--- src/rtl/rtcaf_regs.svh ---
`ifndef RTCAF_REGS_SVH
`define RTCAF_REGS_SVH

// register byte offsets
`define RTCAF_TIME_OFS 8'h00
`define RTCAF_DATE_OFS 8'h04
`define RTCAF_ALM0_A_OFS 8'h08
`define RTCAF_ALM0_B_OFS 8'h0c
`define RTCAF_ALM1_A_OFS 8'h10
`define RTCAF_ALM1_B_OFS 8'h14
`define RTCAF_INT_CTRL_OFS 8'h18
`define RTCAF_STATUS_OFS 8'h1c
`define RTCAF_CLEAR_OFS 8'h20
`define RTCAF_IRQ_EN_OFS 8'h24

// interrupt control fields
`define RTCAF_FREQ_SEL_LSB 0
`define RTCAF_FREQ_SEL_MSB 1
`define RTCAF_PIN_EN0_BIT 2
`define RTCAF_PIN_EN1_BIT 3
`define RTCAF_REPEAT0_BIT 4
`define RTCAF_REPEAT1_BIT 5
`define RTCAF_INT_CTRL_W 6
`define RTCAF_INT_CTRL_RST 6'h00

// status / event bits
`define RTCAF_EV_ALARM0 0
`define RTCAF_EV_ALARM1 1
`define RTCAF_EV_NV_DONE 2
`define RTCAF_EV_SECOND 3
`define RTCAF_EV_W 4
`define RTCAF_ALARM_FLAGS 4'h3
`define RTCAF_IRQ_EN_RST 4'h0

// calendar reset values (bcd)
`define RTCAF_SEC_RST 8'h00
`define RTCAF_MIN_RST 8'h00
`define RTCAF_HOUR_RST 8'h00
`define RTCAF_DATE_RST 8'h01
`define RTCAF_MONTH_RST 8'h01
`define RTCAF_YEAR_RST 8'h00
`define RTCAF_DOW_RST 8'h00

// timing
`define RTCAF_PRESC_W 15
`define RTCAF_TAP_4096HZ 2
`define RTCAF_TAP_1HZ 14
`define RTCAF_NV_WRITE_MS 20
`define RTCAF_CLK_MHZ 200

`endif

--- src/rtl/rtcaf_pkg.sv ---
package rtcaf_pkg;

	typedef struct packed {
		logic [7:0] dow;
		logic [7:0] year;
		logic [7:0] month;
		logic [7:0] date;
		logic [7:0] hour;
		logic [7:0] min;
		logic [7:0] sec;
	} rtcaf_cal_t;

	// bit 7 of each byte enables the compare of that field
	typedef struct packed {
		logic [7:0] dow;
		logic [7:0] month;
		logic [7:0] date;
		logic [7:0] hour;
		logic [7:0] min;
		logic [7:0] sec;
	} rtcaf_alarm_t;

	typedef enum logic [1:0] {
		RTCAF_NV_IDLE = 2'b01,
		RTCAF_NV_BUSY = 2'b10
	} rtcaf_nv_state_t;

	typedef enum logic [1:0] {
		RTCAF_FO_IRQ = 2'h0,
		RTCAF_FO_1HZ = 2'h1,
		RTCAF_FO_4096HZ = 2'h2,
		RTCAF_FO_32KHZ = 2'h3
	} rtcaf_freq_sel_t;

endpackage

--- src/rtl/rtcaf_bcd_step.sv ---
`timescale 1ns/100ps
module rtcaf_bcd_step (
	input wire logic [7:0] cur,
	input wire logic [7:0] lo,
	input wire logic [7:0] hi,
	input wire logic inc,
	output logic [7:0] nxt,
	output logic wrap
);
	always_comb
	begin
		nxt = cur;
		wrap = 1'b0;
		if (inc)
		begin
			// >= also recovers from out-of-range values written by software
			if (cur >= hi)
			begin
				nxt = lo;
				wrap = 1'b1;
			end
			else if (cur[3:0] >= 4'h9)
				nxt = {cur[7:4] + 4'h1, 4'h0};
			else
				nxt = {cur[7:4], cur[3:0] + 4'h1};
		end
	end
endmodule

--- src/rtl/rtcaf_top.sv ---
// Behaviour
// RQ1: non-volatile writes complete by a self-timed 20 ms cycle; host waits it out.
// RQ2: hours, minutes, seconds, date, month, year, weekday kept as separate fields.
// RQ3: calendar runs correctly to 2099 with automatic leap days.
// RQ4: two independent alarms match any chosen combination of calendar fields; the alarms have no year field, so year cannot be matched.
// RQ5: alarm events show as status flags and may drive the interrupt pin.
// RQ6: repeat mode lets a matched alarm recur instead of firing once.
// RQ7: shared pin can emit 1 Hz, 4096 Hz, 32768 Hz or stay inactive.
// RQ8: frequency-select field of interrupt control chooses interrupt or clock function.
// RQ9: interrupt function pulls the pin low open-drain, otherwise released.
// RQ10: clock function emits a divided crystal clock through open-drain drive.
// RQ11: serial clock input is always sampled, never gated off.
// RQ12: serial data pin drives only low, open-drain, wire-OR safe.
// RQ13: time base divides the 32.768 kHz crystal down to one-second ticks.
// RQ14: a matching alarm sets its status flag to one.
// RQ15: status read clears only alarm flags set when the read began.
// RQ16: time and calendar are held in BCD, seconds and minutes 00 to 59.
// RQ17: alarms are compared once per second tick, one event per matching second.
// RQ18: in interrupt function the pin stays asserted until the flag is cleared.
`timescale 1ns/100ps
`include "rtcaf_regs.svh"
module rtcaf_top #(
	parameter int unsigned NV_WRITE_CYCLES = `RTCAF_NV_WRITE_MS * 1000 * `RTCAF_CLK_MHZ,
	parameter int unsigned PRESC_W = `RTCAF_PRESC_W
) (
	input wire logic clock,
	input wire logic rst_b,
	input wire logic psel,
	input wire logic penable,
	input wire logic pwrite,
	input wire logic [7:0] paddr,
	input wire logic [31:0] pwdata,
	output logic pready,
	output logic [31:0] prdata,
	output logic pslverr,
	output logic irq,
	input wire logic crystal_input,
	output logic crystal_output,
	input wire logic serial_clock,
	input wire logic serial_data_i,
	output logic serial_data_o,
	output logic serial_data_oe,
	output logic alarm_or_freq_pin_o,
	output logic alarm_or_freq_pin_oe
);
	localparam int NV_W = $clog2(NV_WRITE_CYCLES + 1);
	localparam logic [NV_W-1:0] NV_LAST = NV_W'(NV_WRITE_CYCLES - 1);

	// ---------------- pin synchronisers
	logic [2:0] sync1_ff;
	logic [2:0] sync2_ff;
	logic xtal_prev_ff;
	logic xtal_s;
	logic scl_s;
	logic sda_s;
	logic xtal_rise;

	always_ff @(posedge clock or negedge rst_b)
	begin
		if (!rst_b)
		begin
			sync1_ff <= 3'h0;
			sync2_ff <= 3'h0;
			xtal_prev_ff <= 1'b0;
		end
		else
		begin
			sync1_ff <= {serial_data_i, serial_clock, crystal_input}; // see RQ11
			sync2_ff <= sync1_ff;
			xtal_prev_ff <= sync2_ff[0];
		end
	end

	assign xtal_s = sync2_ff[0];
	assign scl_s = sync2_ff[1];
	assign sda_s = sync2_ff[2];
	assign xtal_rise = xtal_s & ~xtal_prev_ff;

	// device never drives serial data high and has no protocol engine here
	assign serial_data_o = 1'b0; // see RQ12
	assign serial_data_oe = 1'b0; // see RQ12
	assign alarm_or_freq_pin_o = 1'b0; // see RQ9, RQ10

	// ---------------- apb decode
	logic setup;
	logic access;
	logic [9:0] hit;
	logic mapped;
	logic nv_hit;
	logic nv_busy;
	logic bad;
	logic [31:0] rd_data;
	logic pslverr_ff;
	logic [31:0] prdata_ff;
	logic wr_ok;
	logic rd_status_done;
	logic [`RTCAF_EV_W-1:0] snap_ff;

	rtcaf_pkg::rtcaf_cal_t cal_ff;
	rtcaf_pkg::rtcaf_alarm_t alm_ff [2];
	logic [`RTCAF_INT_CTRL_W-1:0] int_ctrl_ff;
	logic [`RTCAF_EV_W-1:0] stat_ff;
	logic [`RTCAF_EV_W-1:0] irq_en_ff;

	assign setup = psel & ~penable;
	assign access = psel & penable;
	assign pready = 1'b1;
	assign prdata = prdata_ff;
	assign pslverr = pslverr_ff;

	always_comb
	begin
		hit = 10'h000;
		if (paddr == `RTCAF_TIME_OFS)
			hit[0] = 1'b1;
		else if (paddr == `RTCAF_DATE_OFS)
			hit[1] = 1'b1;
		else if (paddr == `RTCAF_ALM0_A_OFS)
			hit[2] = 1'b1;
		else if (paddr == `RTCAF_ALM0_B_OFS)
			hit[3] = 1'b1;
		else if (paddr == `RTCAF_ALM1_A_OFS)
			hit[4] = 1'b1;
		else if (paddr == `RTCAF_ALM1_B_OFS)
			hit[5] = 1'b1;
		else if (paddr == `RTCAF_INT_CTRL_OFS)
			hit[6] = 1'b1;
		else if (paddr == `RTCAF_STATUS_OFS)
			hit[7] = 1'b1;
		else if (paddr == `RTCAF_CLEAR_OFS)
			hit[8] = 1'b1;
		else if (paddr == `RTCAF_IRQ_EN_OFS)
			hit[9] = 1'b1;
	end

	assign mapped = |hit;
	assign nv_hit = |hit[6:2];
	// writes to status, or to a non-volatile register mid-cycle, are refused
	assign bad = ~mapped | (pwrite & hit[7]) | (pwrite & nv_hit & nv_busy); // see RQ1

	always_comb
	begin
		rd_data = 32'h0000_0000;
		if (hit[0])
			rd_data = {8'h00, cal_ff.hour, cal_ff.min, cal_ff.sec}; // see RQ2
		else if (hit[1])
			rd_data = {cal_ff.dow, cal_ff.year, cal_ff.month, cal_ff.date}; // see RQ2
		else if (hit[2])
			rd_data = {alm_ff[0].date, alm_ff[0].hour, alm_ff[0].min, alm_ff[0].sec};
		else if (hit[3])
			rd_data = {16'h0000, alm_ff[0].dow, alm_ff[0].month};
		else if (hit[4])
			rd_data = {alm_ff[1].date, alm_ff[1].hour, alm_ff[1].min, alm_ff[1].sec};
		else if (hit[5])
			rd_data = {16'h0000, alm_ff[1].dow, alm_ff[1].month};
		else if (hit[6])
			rd_data = {26'h0000000, int_ctrl_ff};
		else if (hit[7])
			rd_data = {21'h000000, sda_s, scl_s, nv_busy, 4'h0, stat_ff}; // see RQ5
		else if (hit[9])
			rd_data = {28'h0000000, irq_en_ff};
	end

	// read data and error are captured in setup so access sees flop outputs
	always_ff @(posedge clock or negedge rst_b)
	begin
		if (!rst_b)
		begin
			prdata_ff <= 32'h0000_0000;
			pslverr_ff <= 1'b0;
			snap_ff <= 4'h0;
		end
		else if (setup)
		begin
			prdata_ff <= pwrite ? 32'h0000_0000 : rd_data;
			pslverr_ff <= bad;
			snap_ff <= stat_ff & `RTCAF_ALARM_FLAGS; // see RQ15
		end
	end

	assign wr_ok = access & pwrite & ~pslverr_ff;
	assign rd_status_done = access & ~pwrite & hit[7];

	// ---------------- time base
	// narrower prescaler only to shorten the second in simulation; 3 bits at least
	logic [PRESC_W-1:0] presc_ff;
	logic tick;
	logic tick_d_ff;
	logic time_wr;

	assign time_wr = wr_ok & (hit[0] | hit[1]);
	assign tick = xtal_rise & (&presc_ff); // see RQ13

	always_ff @(posedge clock or negedge rst_b)
	begin
		if (!rst_b)
			presc_ff <= '0;
		else if (time_wr)
			presc_ff <= '0;
		else if (xtal_rise)
			presc_ff <= presc_ff + 1'b1; // see RQ13
	end

	always_ff @(posedge clock or negedge rst_b)
	begin
		if (!rst_b)
			tick_d_ff <= 1'b0;
		else
			tick_d_ff <= tick;
	end

	// ---------------- calendar
	rtcaf_pkg::rtcaf_cal_t nxt_cal;
	logic w_sec;
	logic w_min;
	logic w_hour;
	logic w_date;
	logic w_month;
	logic leap;
	logic [7:0] days;

	// bcd year divisible by four: even tens with 0/4/8, odd tens with 2/6
	always_comb
	begin
		if (cal_ff.year[4])
			leap = (cal_ff.year[3:0] == 4'h2) | (cal_ff.year[3:0] == 4'h6);
		else
			leap = (cal_ff.year[3:0] == 4'h0) | (cal_ff.year[3:0] == 4'h4)
				| (cal_ff.year[3:0] == 4'h8);
	end

	always_comb
	begin
		if (cal_ff.month == 8'h02)
			days = leap ? 8'h29 : 8'h28; // see RQ3
		else if ((cal_ff.month == 8'h04) | (cal_ff.month == 8'h06)
			| (cal_ff.month == 8'h09) | (cal_ff.month == 8'h11))
			days = 8'h30;
		else
			days = 8'h31;
	end

	rtcaf_bcd_step u_sec (.cur(cal_ff.sec), .lo(8'h00), .hi(8'h59), .inc(tick),
		.nxt(nxt_cal.sec), .wrap(w_sec)); // see RQ16
	rtcaf_bcd_step u_min (.cur(cal_ff.min), .lo(8'h00), .hi(8'h59), .inc(w_sec),
		.nxt(nxt_cal.min), .wrap(w_min)); // see RQ16
	rtcaf_bcd_step u_hour (.cur(cal_ff.hour), .lo(8'h00), .hi(8'h23), .inc(w_min),
		.nxt(nxt_cal.hour), .wrap(w_hour));
	rtcaf_bcd_step u_date (.cur(cal_ff.date), .lo(8'h01), .hi(days), .inc(w_hour),
		.nxt(nxt_cal.date), .wrap(w_date)); // see RQ3
	rtcaf_bcd_step u_month (.cur(cal_ff.month), .lo(8'h01), .hi(8'h12), .inc(w_date),
		.nxt(nxt_cal.month), .wrap(w_month));
	rtcaf_bcd_step u_year (.cur(cal_ff.year), .lo(8'h00), .hi(8'h99), .inc(w_month),
		.nxt(nxt_cal.year), .wrap());
	rtcaf_bcd_step u_dow (.cur(cal_ff.dow), .lo(8'h00), .hi(8'h06), .inc(w_hour),
		.nxt(nxt_cal.dow), .wrap());

	always_ff @(posedge clock or negedge rst_b)
	begin
		if (!rst_b)
			cal_ff <= {`RTCAF_DOW_RST, `RTCAF_YEAR_RST, `RTCAF_MONTH_RST, `RTCAF_DATE_RST,
				`RTCAF_HOUR_RST, `RTCAF_MIN_RST, `RTCAF_SEC_RST};
		else if (wr_ok & hit[0])
		begin
			cal_ff.hour <= pwdata[23:16];
			cal_ff.min <= pwdata[15:8];
			cal_ff.sec <= pwdata[7:0];
		end
		else if (wr_ok & hit[1])
		begin
			cal_ff.dow <= {5'h00, pwdata[26:24]};
			cal_ff.year <= pwdata[23:16];
			cal_ff.month <= pwdata[15:8];
			cal_ff.date <= pwdata[7:0];
		end
		else
			cal_ff <= nxt_cal; // see RQ2
	end

	// ---------------- non-volatile write cycle
	rtcaf_pkg::rtcaf_nv_state_t nv_state_ff;
	logic [NV_W-1:0] nv_cnt_ff;
	logic [4:0] pend_sel_ff;
	logic [31:0] pend_data_ff;
	logic commit;

	assign nv_busy = (nv_state_ff == rtcaf_pkg::RTCAF_NV_BUSY);
	assign commit = nv_busy & (nv_cnt_ff == NV_LAST); // see RQ1

	always_ff @(posedge clock or negedge rst_b)
	begin
		if (!rst_b)
		begin
			nv_state_ff <= rtcaf_pkg::RTCAF_NV_IDLE;
			nv_cnt_ff <= '0;
			pend_sel_ff <= 5'h00;
			pend_data_ff <= 32'h0000_0000;
		end
		else
		begin
			case (nv_state_ff)
				rtcaf_pkg::RTCAF_NV_IDLE:
				begin
					if (wr_ok & nv_hit)
					begin
						// staged data lands only when the cycle ends
						pend_sel_ff <= hit[6:2];
						pend_data_ff <= pwdata;
						nv_cnt_ff <= '0;
						nv_state_ff <= rtcaf_pkg::RTCAF_NV_BUSY;
					end
				end
				rtcaf_pkg::RTCAF_NV_BUSY:
				begin
					nv_cnt_ff <= nv_cnt_ff + 1'b1; // see RQ1
					if (commit)
						nv_state_ff <= rtcaf_pkg::RTCAF_NV_IDLE;
				end
				default:
					nv_state_ff <= rtcaf_pkg::RTCAF_NV_IDLE;
			endcase
		end
	end

	// ---------------- alarms
	logic [1:0] armed_ff;
	logic [1:0] fire;
	logic [1:0] repeat_en;

	function automatic logic fmatch(input logic [7:0] a, input logic [7:0] v);
		fmatch = ~a[7] | (a[6:0] == v[6:0]);
	endfunction

	assign repeat_en = {int_ctrl_ff[`RTCAF_REPEAT1_BIT], int_ctrl_ff[`RTCAF_REPEAT0_BIT]};

	always_ff @(posedge clock or negedge rst_b)
	begin
		if (!rst_b)
		begin
			alm_ff[0] <= '0;
			alm_ff[1] <= '0;
			int_ctrl_ff <= `RTCAF_INT_CTRL_RST;
		end
		else if (commit)
		begin
			if (pend_sel_ff[0])
				{alm_ff[0].date, alm_ff[0].hour, alm_ff[0].min, alm_ff[0].sec} <= pend_data_ff;
			if (pend_sel_ff[1])
				{alm_ff[0].dow, alm_ff[0].month} <= pend_data_ff[15:0];
			if (pend_sel_ff[2])
				{alm_ff[1].date, alm_ff[1].hour, alm_ff[1].min, alm_ff[1].sec} <= pend_data_ff;
			if (pend_sel_ff[3])
				{alm_ff[1].dow, alm_ff[1].month} <= pend_data_ff[15:0];
			if (pend_sel_ff[4])
				int_ctrl_ff <= pend_data_ff[`RTCAF_INT_CTRL_W-1:0];
		end
	end

	genvar gi;
	generate
		for (gi = 0; gi < 2; gi++)
		begin : g_alarm
			logic any_en;
			logic all_eq;
			assign any_en = alm_ff[gi].sec[7] | alm_ff[gi].min[7] | alm_ff[gi].hour[7]
				| alm_ff[gi].date[7] | alm_ff[gi].month[7] | alm_ff[gi].dow[7];
			assign all_eq = fmatch(alm_ff[gi].sec, cal_ff.sec) // see RQ4
				& fmatch(alm_ff[gi].min, cal_ff.min)
				& fmatch(alm_ff[gi].hour, cal_ff.hour)
				& fmatch(alm_ff[gi].date, cal_ff.date)
				& fmatch(alm_ff[gi].month, cal_ff.month)
				& fmatch(alm_ff[gi].dow, cal_ff.dow);
			// compared once, right after the second has advanced
			assign fire[gi] = tick_d_ff & armed_ff[gi] & any_en & all_eq; // see RQ17
		end
	endgenerate

	always_ff @(posedge clock or negedge rst_b)
	begin
		if (!rst_b)
			armed_ff <= 2'b00;
		else
		begin
			// a one-shot alarm disarms itself until it is reprogrammed
			armed_ff <= armed_ff & ~(fire & ~repeat_en); // see RQ6
			if (commit & (pend_sel_ff[0] | pend_sel_ff[1]))
				armed_ff[0] <= 1'b1;
			if (commit & (pend_sel_ff[2] | pend_sel_ff[3]))
				armed_ff[1] <= 1'b1;
		end
	end

	// ---------------- status, clear, interrupt enable
	logic [`RTCAF_EV_W-1:0] ev;
	logic [`RTCAF_EV_W-1:0] clr;
	logic [`RTCAF_EV_W-1:0] nxt_stat;

	assign ev = {tick, commit, fire}; // see RQ14
	assign clr = ((wr_ok & hit[8]) ? pwdata[`RTCAF_EV_W-1:0] : 4'h0)
		| (rd_status_done ? snap_ff : 4'h0); // see RQ15
	assign nxt_stat = (stat_ff & ~clr) | ev; // see RQ15

	always_ff @(posedge clock or negedge rst_b)
	begin
		if (!rst_b)
		begin
			stat_ff <= 4'h0;
			irq_en_ff <= `RTCAF_IRQ_EN_RST;
		end
		else
		begin
			stat_ff <= nxt_stat; // see RQ5
			if (wr_ok & hit[9])
				irq_en_ff <= pwdata[`RTCAF_EV_W-1:0];
		end
	end

	always_ff @(posedge clock or negedge rst_b)
	begin
		if (!rst_b)
			irq <= 1'b0;
		else
			irq <= |(stat_ff & irq_en_ff);
	end

	// ---------------- shared pin
	rtcaf_pkg::rtcaf_freq_sel_t fsel;
	logic pin_irq;
	logic nxt_pin_oe;

	assign fsel = rtcaf_pkg::rtcaf_freq_sel_t'(
		int_ctrl_ff[`RTCAF_FREQ_SEL_MSB:`RTCAF_FREQ_SEL_LSB]); // see RQ8
	assign pin_irq = (stat_ff[`RTCAF_EV_ALARM0] & int_ctrl_ff[`RTCAF_PIN_EN0_BIT])
		| (stat_ff[`RTCAF_EV_ALARM1] & int_ctrl_ff[`RTCAF_PIN_EN1_BIT]); // see RQ18

	always_comb
	begin
		case (fsel)
			rtcaf_pkg::RTCAF_FO_1HZ:
				nxt_pin_oe = ~presc_ff[PRESC_W-1]; // see RQ7, RQ10
			rtcaf_pkg::RTCAF_FO_4096HZ:
				nxt_pin_oe = ~presc_ff[`RTCAF_TAP_4096HZ]; // see RQ7, RQ10
			rtcaf_pkg::RTCAF_FO_32KHZ:
				nxt_pin_oe = ~xtal_s; // see RQ7, RQ10
			default:
				nxt_pin_oe = pin_irq; // see RQ9, RQ5
		endcase
	end

	always_ff @(posedge clock or negedge rst_b)
	begin
		if (!rst_b)
		begin
			alarm_or_freq_pin_oe <= 1'b0;
			crystal_output <= 1'b0;
		end
		else
		begin
			alarm_or_freq_pin_oe <= nxt_pin_oe;
			// inverting amplifier stand-in; only meant to drive the crystal
			crystal_output <= ~xtal_s;
		end
	end

endmodule

--- config.mk ---
export PLATFORM = sky130hd
export DESIGN_NAME = rtcaf_top
export DESIGN_NICKNAME = d
export VERILOG_FILES = /design/src/rtl/rtcaf_pkg.sv /design/src/rtl/rtcaf_bcd_step.sv /design/src/rtl/rtcaf_top.sv
export VERILOG_INCLUDE_DIRS = /design/src /design/src/rtl
export SDC_FILE = /design/constraint.sdc
export NUM_CORES = 1
export LEC_CHECK = 0
export ABC_AREA = 1
export BUFFER_PORTS_ARGS = -buffer_cell sky130_fd_sc_hd__buf_4
export CORE_MARGIN = 4
export CORE_UTILIZATION = 45
export CTS_CLUSTER_SIZE = 24
export DETAILED_ROUTE_END_ITERATION = 12
export GPL_TIMING_DRIVEN = 0
export PLACE_DENSITY_LB_ADDON = 0.1
export SYNTH_ARGS = -nofsm -noshare
export SYNTH_HDL_FRONTEND = slang
export SYNTH_SLANG_ARGS = --single-unit
--- constraint.sdc ---
create_clock -name clock -period 4.2 [get_ports clock]
set_input_delay 1.05 -clock clock [delete_from_list [all_inputs] [get_ports clock]]
set_output_delay 1.05 -clock clock [all_outputs]
set_load 0.01 [all_outputs]
==> results.py <==
metrics = {
    "critical_path": {
        "endpoint_kind": "flop",
        "critical-path-max-stage-delay_ns": 0.55,
        "r2r_setup_slack_ns": 0.30,
        "critPathLaunchType": "flop",
        "cp_max_fo": 10,
        "path_class": "flop to flop",
        "crit_top_cell": "nand2_1",
        "cp.arrival_ns": 4.33,
        "timing.rr.end": "cal_ff[47]$_DFFE_PN0P_",
        "cpMaxStageDelayCell": "dfstp_2",
        "r2r-start": "cal_ff[32]$_DFFE_PN1P_",
        "crit_chain": "clkbuf_1 -> inv_1 -> ha_1 -> o21ai_0 -> o21ai_0 -> nand4_1 -> a21oi_1 -> a31oi_1 -> ha_1 -> nand2_1 -> nor2_1 -> nand2_1 -> nand3_1 -> nor2_2 -> nand3b_4 -> nor2_1 -> nand3_1 -> nand2_1",
        "worstSetupStartpoint": "cal_ff[32]$_DFFE_PN1P_",
        "worst_ep_required_time_ns": 4.63,
        "r2r_cells": 18,
        "crit_end": "cal_ff[47]$_DFFE_PN0P_",
    },
    "clocking": {
        "clk_latency_ns": 0.55,
        "numCtsBuffers": 36,
        "cts_root_buf": "clkbuf_16",
        "cts.sinks": 290,
        "cts.clk_slew.worst_paths_ns": 0.06,
        "cts_tree": "yes",
        "clockBufferDepth": 3,
        "ctsHoldBuffers": 0,
        "cts.htree.levels": 2,
    },
    "grt": {
        "grt_antenna_before_repair": 0,
        "grt_overflow": 0,
        "grt_max_degree": 112,
        "grt_pass1_wl_mm": 84.6,
        "grtUsageTotal_pct": 28.6,
        "grt_pass1_vias": 14000,
    },
    "timing": {
        "finalClockSkew_ns": 0.0227,
        "setup_viol": 0,
        "max_slew_margin_pct": 27.2,
        "period_share_pct": 92.9,
        "layout_min_cycle_time_ns": 3.90,
        "fmax_mhz": 256,
        "rsz0062_at_grt": "no",
        "timing.hold.ws_ns": 0.341,
        "slew_violations": 0,
        "tightest_slew_ns": 1.09,
        "finalHoldViolations": 0,
    },
    "placed_design": {
        "gp_congestion": 0.974,
        "portBuffers": 83,
        "dpl.hpwl_mm": 40.8,
    },
    "die": {
        "die_h_um": 196,
        "core_area_um2": 34700,
        "fp-row-count": 68,
        "fp.dieW_um": 196,
        "start_util_pct": 45.9,
        "io_pins": 88,
        "die_area_um2": 38500,
    },
    "detailed_routing": {
        "drt-pass1-iter-count": 6,
        "drtIter0Drc": 1419,
        "num_vias": 14700,
        "drc": 0,
        "antenna_left": 0,
        "routed_via_density": 5.58,
        "routedWlPerCell_um": 21.1,
        "drt_wl_total_mm": 55.4,
    },
    "pwr": {
        "p_total_mw": 6.32,
        "power_density_nw_per_um2": 344,
        "p_leak_nw": 9.21,
        "vdd_drop_max_v": 0.000319,
    },
    "logic_synthesis": {
        "async_flop_share_pct": 100,
        "synth_area_leaders": "dfrtp_1, nand2_1, o21ai_0, inv_1, ha_1",
        "yosys_warnings": 0,
        "syn_avg_cell_area_um2": 7.86,
        "syn_inst": 2027,
        "synth_top_area_cell": "dfrtp_1",
        "synth_ff_type": "dfrtp_1",
        "synth_edf_count": 0,
        "synth_area_um2": 15900,
        "ys_ff_latch": 290,
        "ys_types": 55,
        "yosysSeqAreaShare_pct": 45.6,
        "synth_top_area_share_pct": 45.1,
    },
    "finish": {
        "final_common_cell": "nand2_1",
        "fillers": 3387,
        "area_growth_pct": 15.3,
        "layout_common_cells": "nand2_1, dfrtp_1, o21ai_0",
        "drive_above_1_share_pct": 9.94,
        "nets": 2246,
        "diodes": 0,
    },
    "outcome": {
        "outcome": "finished clean",
    },
    "hold_path": {
        "hold_class": "flop to flop",
    },
    "job": {
        "max_cap_viol_count": 0,
    },
}
==> registers in the layout (all words and copies together) (netlist names) <==
register and flops:
alm_ff 96, cal_ff 56, pend_data_ff 32, prdata 32, nv_cnt_ff 22, presc_ff 15
int_ctrl_ff 6, pend_sel_ff 5, irq_en_ff 4, stat_ff 4, sync1_ff 3, sync2_ff 3
armed_ff 2, nv_state_ff 2, snap_ff 2, alarm_or_freq_pin_oe 1, crystal_output 1, irq 1
pslverr 1, tick_d_ff 1, xtal_prev_ff 1
==> how the worst min path moves through the flow <==
stage / from / to / cells past startpoint
after floorplan: sync1_ff[0]$_DFF_PN0_ / sync2_ff[0]$_DFF_PN0_ / 0
final: sync1_ff[2]$_DFF_PN0_ / sync2_ff[2]$_DFF_PN0_ / 0
after global placement: sync1_ff[0]$_DFF_PN0_ / sync2_ff[0]$_DFF_PN0_ / 0
after CTS: sync1_ff[0]$_DFF_PN0_ / sync2_ff[0]$_DFF_PN0_ / 0
after global routing: sync1_ff[1]$_DFF_PN0_ / sync2_ff[1]$_DFF_PN0_ / 0
after detailed placement: sync1_ff[0]$_DFF_PN0_ / sync2_ff[0]$_DFF_PN0_ / 0
==> repair_timing <==
item / in CTS / in global routing
hold endpoints to repair: 0 / 0
endpoints found under the setup margin: 0 / 21
gates resized for setup: 0 / 2
buffers inserted: 0 / 0
==> power by group <==
group          internal (mW)  switching, mW
Combinational          0.106          0.219
Sequential              2.84         0.0380
Clock                   1.89           1.23
Total                   4.83           1.49
==> logic make-up after synthesis <==
| kind of cell | count (synthesis) | share of synthesized area [%] |
|---|---|---|
| AND/OR/NAND/NOR | 860 | 23.0 |
| AO/OA/AOI/OAI | 424 | 14.7 |
| buffers and inverters | 310 | 7.84 |
| flip-flops | 290 | 45.6 |
| XOR/XNOR | 95 | 5.22 |
| adder cells (fa/ha/maj) | 46 | 3.61 |
| other | 2 | 0.0471 |
==> synth_stat cells, drive strengths merged, types with 2 or more instances <==
| library cell | n |
|---|---|
| a221oi | 7 |
| or2 | 3 |
| nand3 | 94 |
| o221ai | 7 |
| o2111ai | 2 |
| dfstp | 3 |
| nor2 | 150 |
| xnor2 | 49 |
| a21oi | 74 |
| o31ai | 2 |
| and3 | 2 |
| nand2 | 541 |
| o21ai | 265 |
| conb | 2 |
| a22o | 3 |
| ha | 46 |
| inv | 229 |
| a31oi | 11 |
| a32o | 6 |
| a22oi | 2 |
| nand4 | 26 |
| xor2 | 46 |
| nor4 | 6 |
| clkinv | 2 |
| buf | 33 |
| nor3 | 34 |
| dfrtp | 287 |
| o22ai | 27 |
| o211ai | 12 |
| nand3b | 3 |
| clkbuf | 46 |
| a21o | 2 |
==> worst max-delay path, delay by kind of cell, from the launching register on <==
family	cells	cell delay, ns
flip-flops	1	0.55
buffers and inverters	2	0.48
adder cells (fa/ha/maj)	2	0.53
AO/OA/AOI/OAI	4	0.74
AND/OR/NAND/NOR	10	1.45
==> per-layer routing <==
layer / track usage, % / share of wire [%]
met1: 40.0 / 43
met2: 43.7 / 44
met3: 6.47 / 9.0
met4: 10.3 / 3.8
met5: 0 / 0
==> final cells by class <==
type                            instances  area [um^2]  share of cell area [%]
Sequential cell                       290         7260                    39.5
Clock inverter                          7         88.8                   0.484
Multi-Input combinational cell       1429         7440                    40.5
Clock buffer                           53         1080                    5.86
Inverter                              231          867                    4.72
Tap cell                              455          569                    3.10
Timing Repair Buffer                   85          686                    3.73
Buffer                                 79          383                    2.08
==> metrics by stage <==
stage	instances	worst slack, ns	cell area [um^2]	setup TNS (ns)	util (%)
6_report	2629	0.297	18400	0	52.9
5_1_grt	2629	0.0681	18400	0	52.9
4_1_cts	2629	0.0631	18400	0	52.9
3_5_place_dp	2569	0.0721	17200	0	49.5
3_3_place_gp	2567	-0.627	17100	-168.86	49.4
2_1_floorplan	2029	1.42	15900	0	-
(Power assumes the default switching activity.)
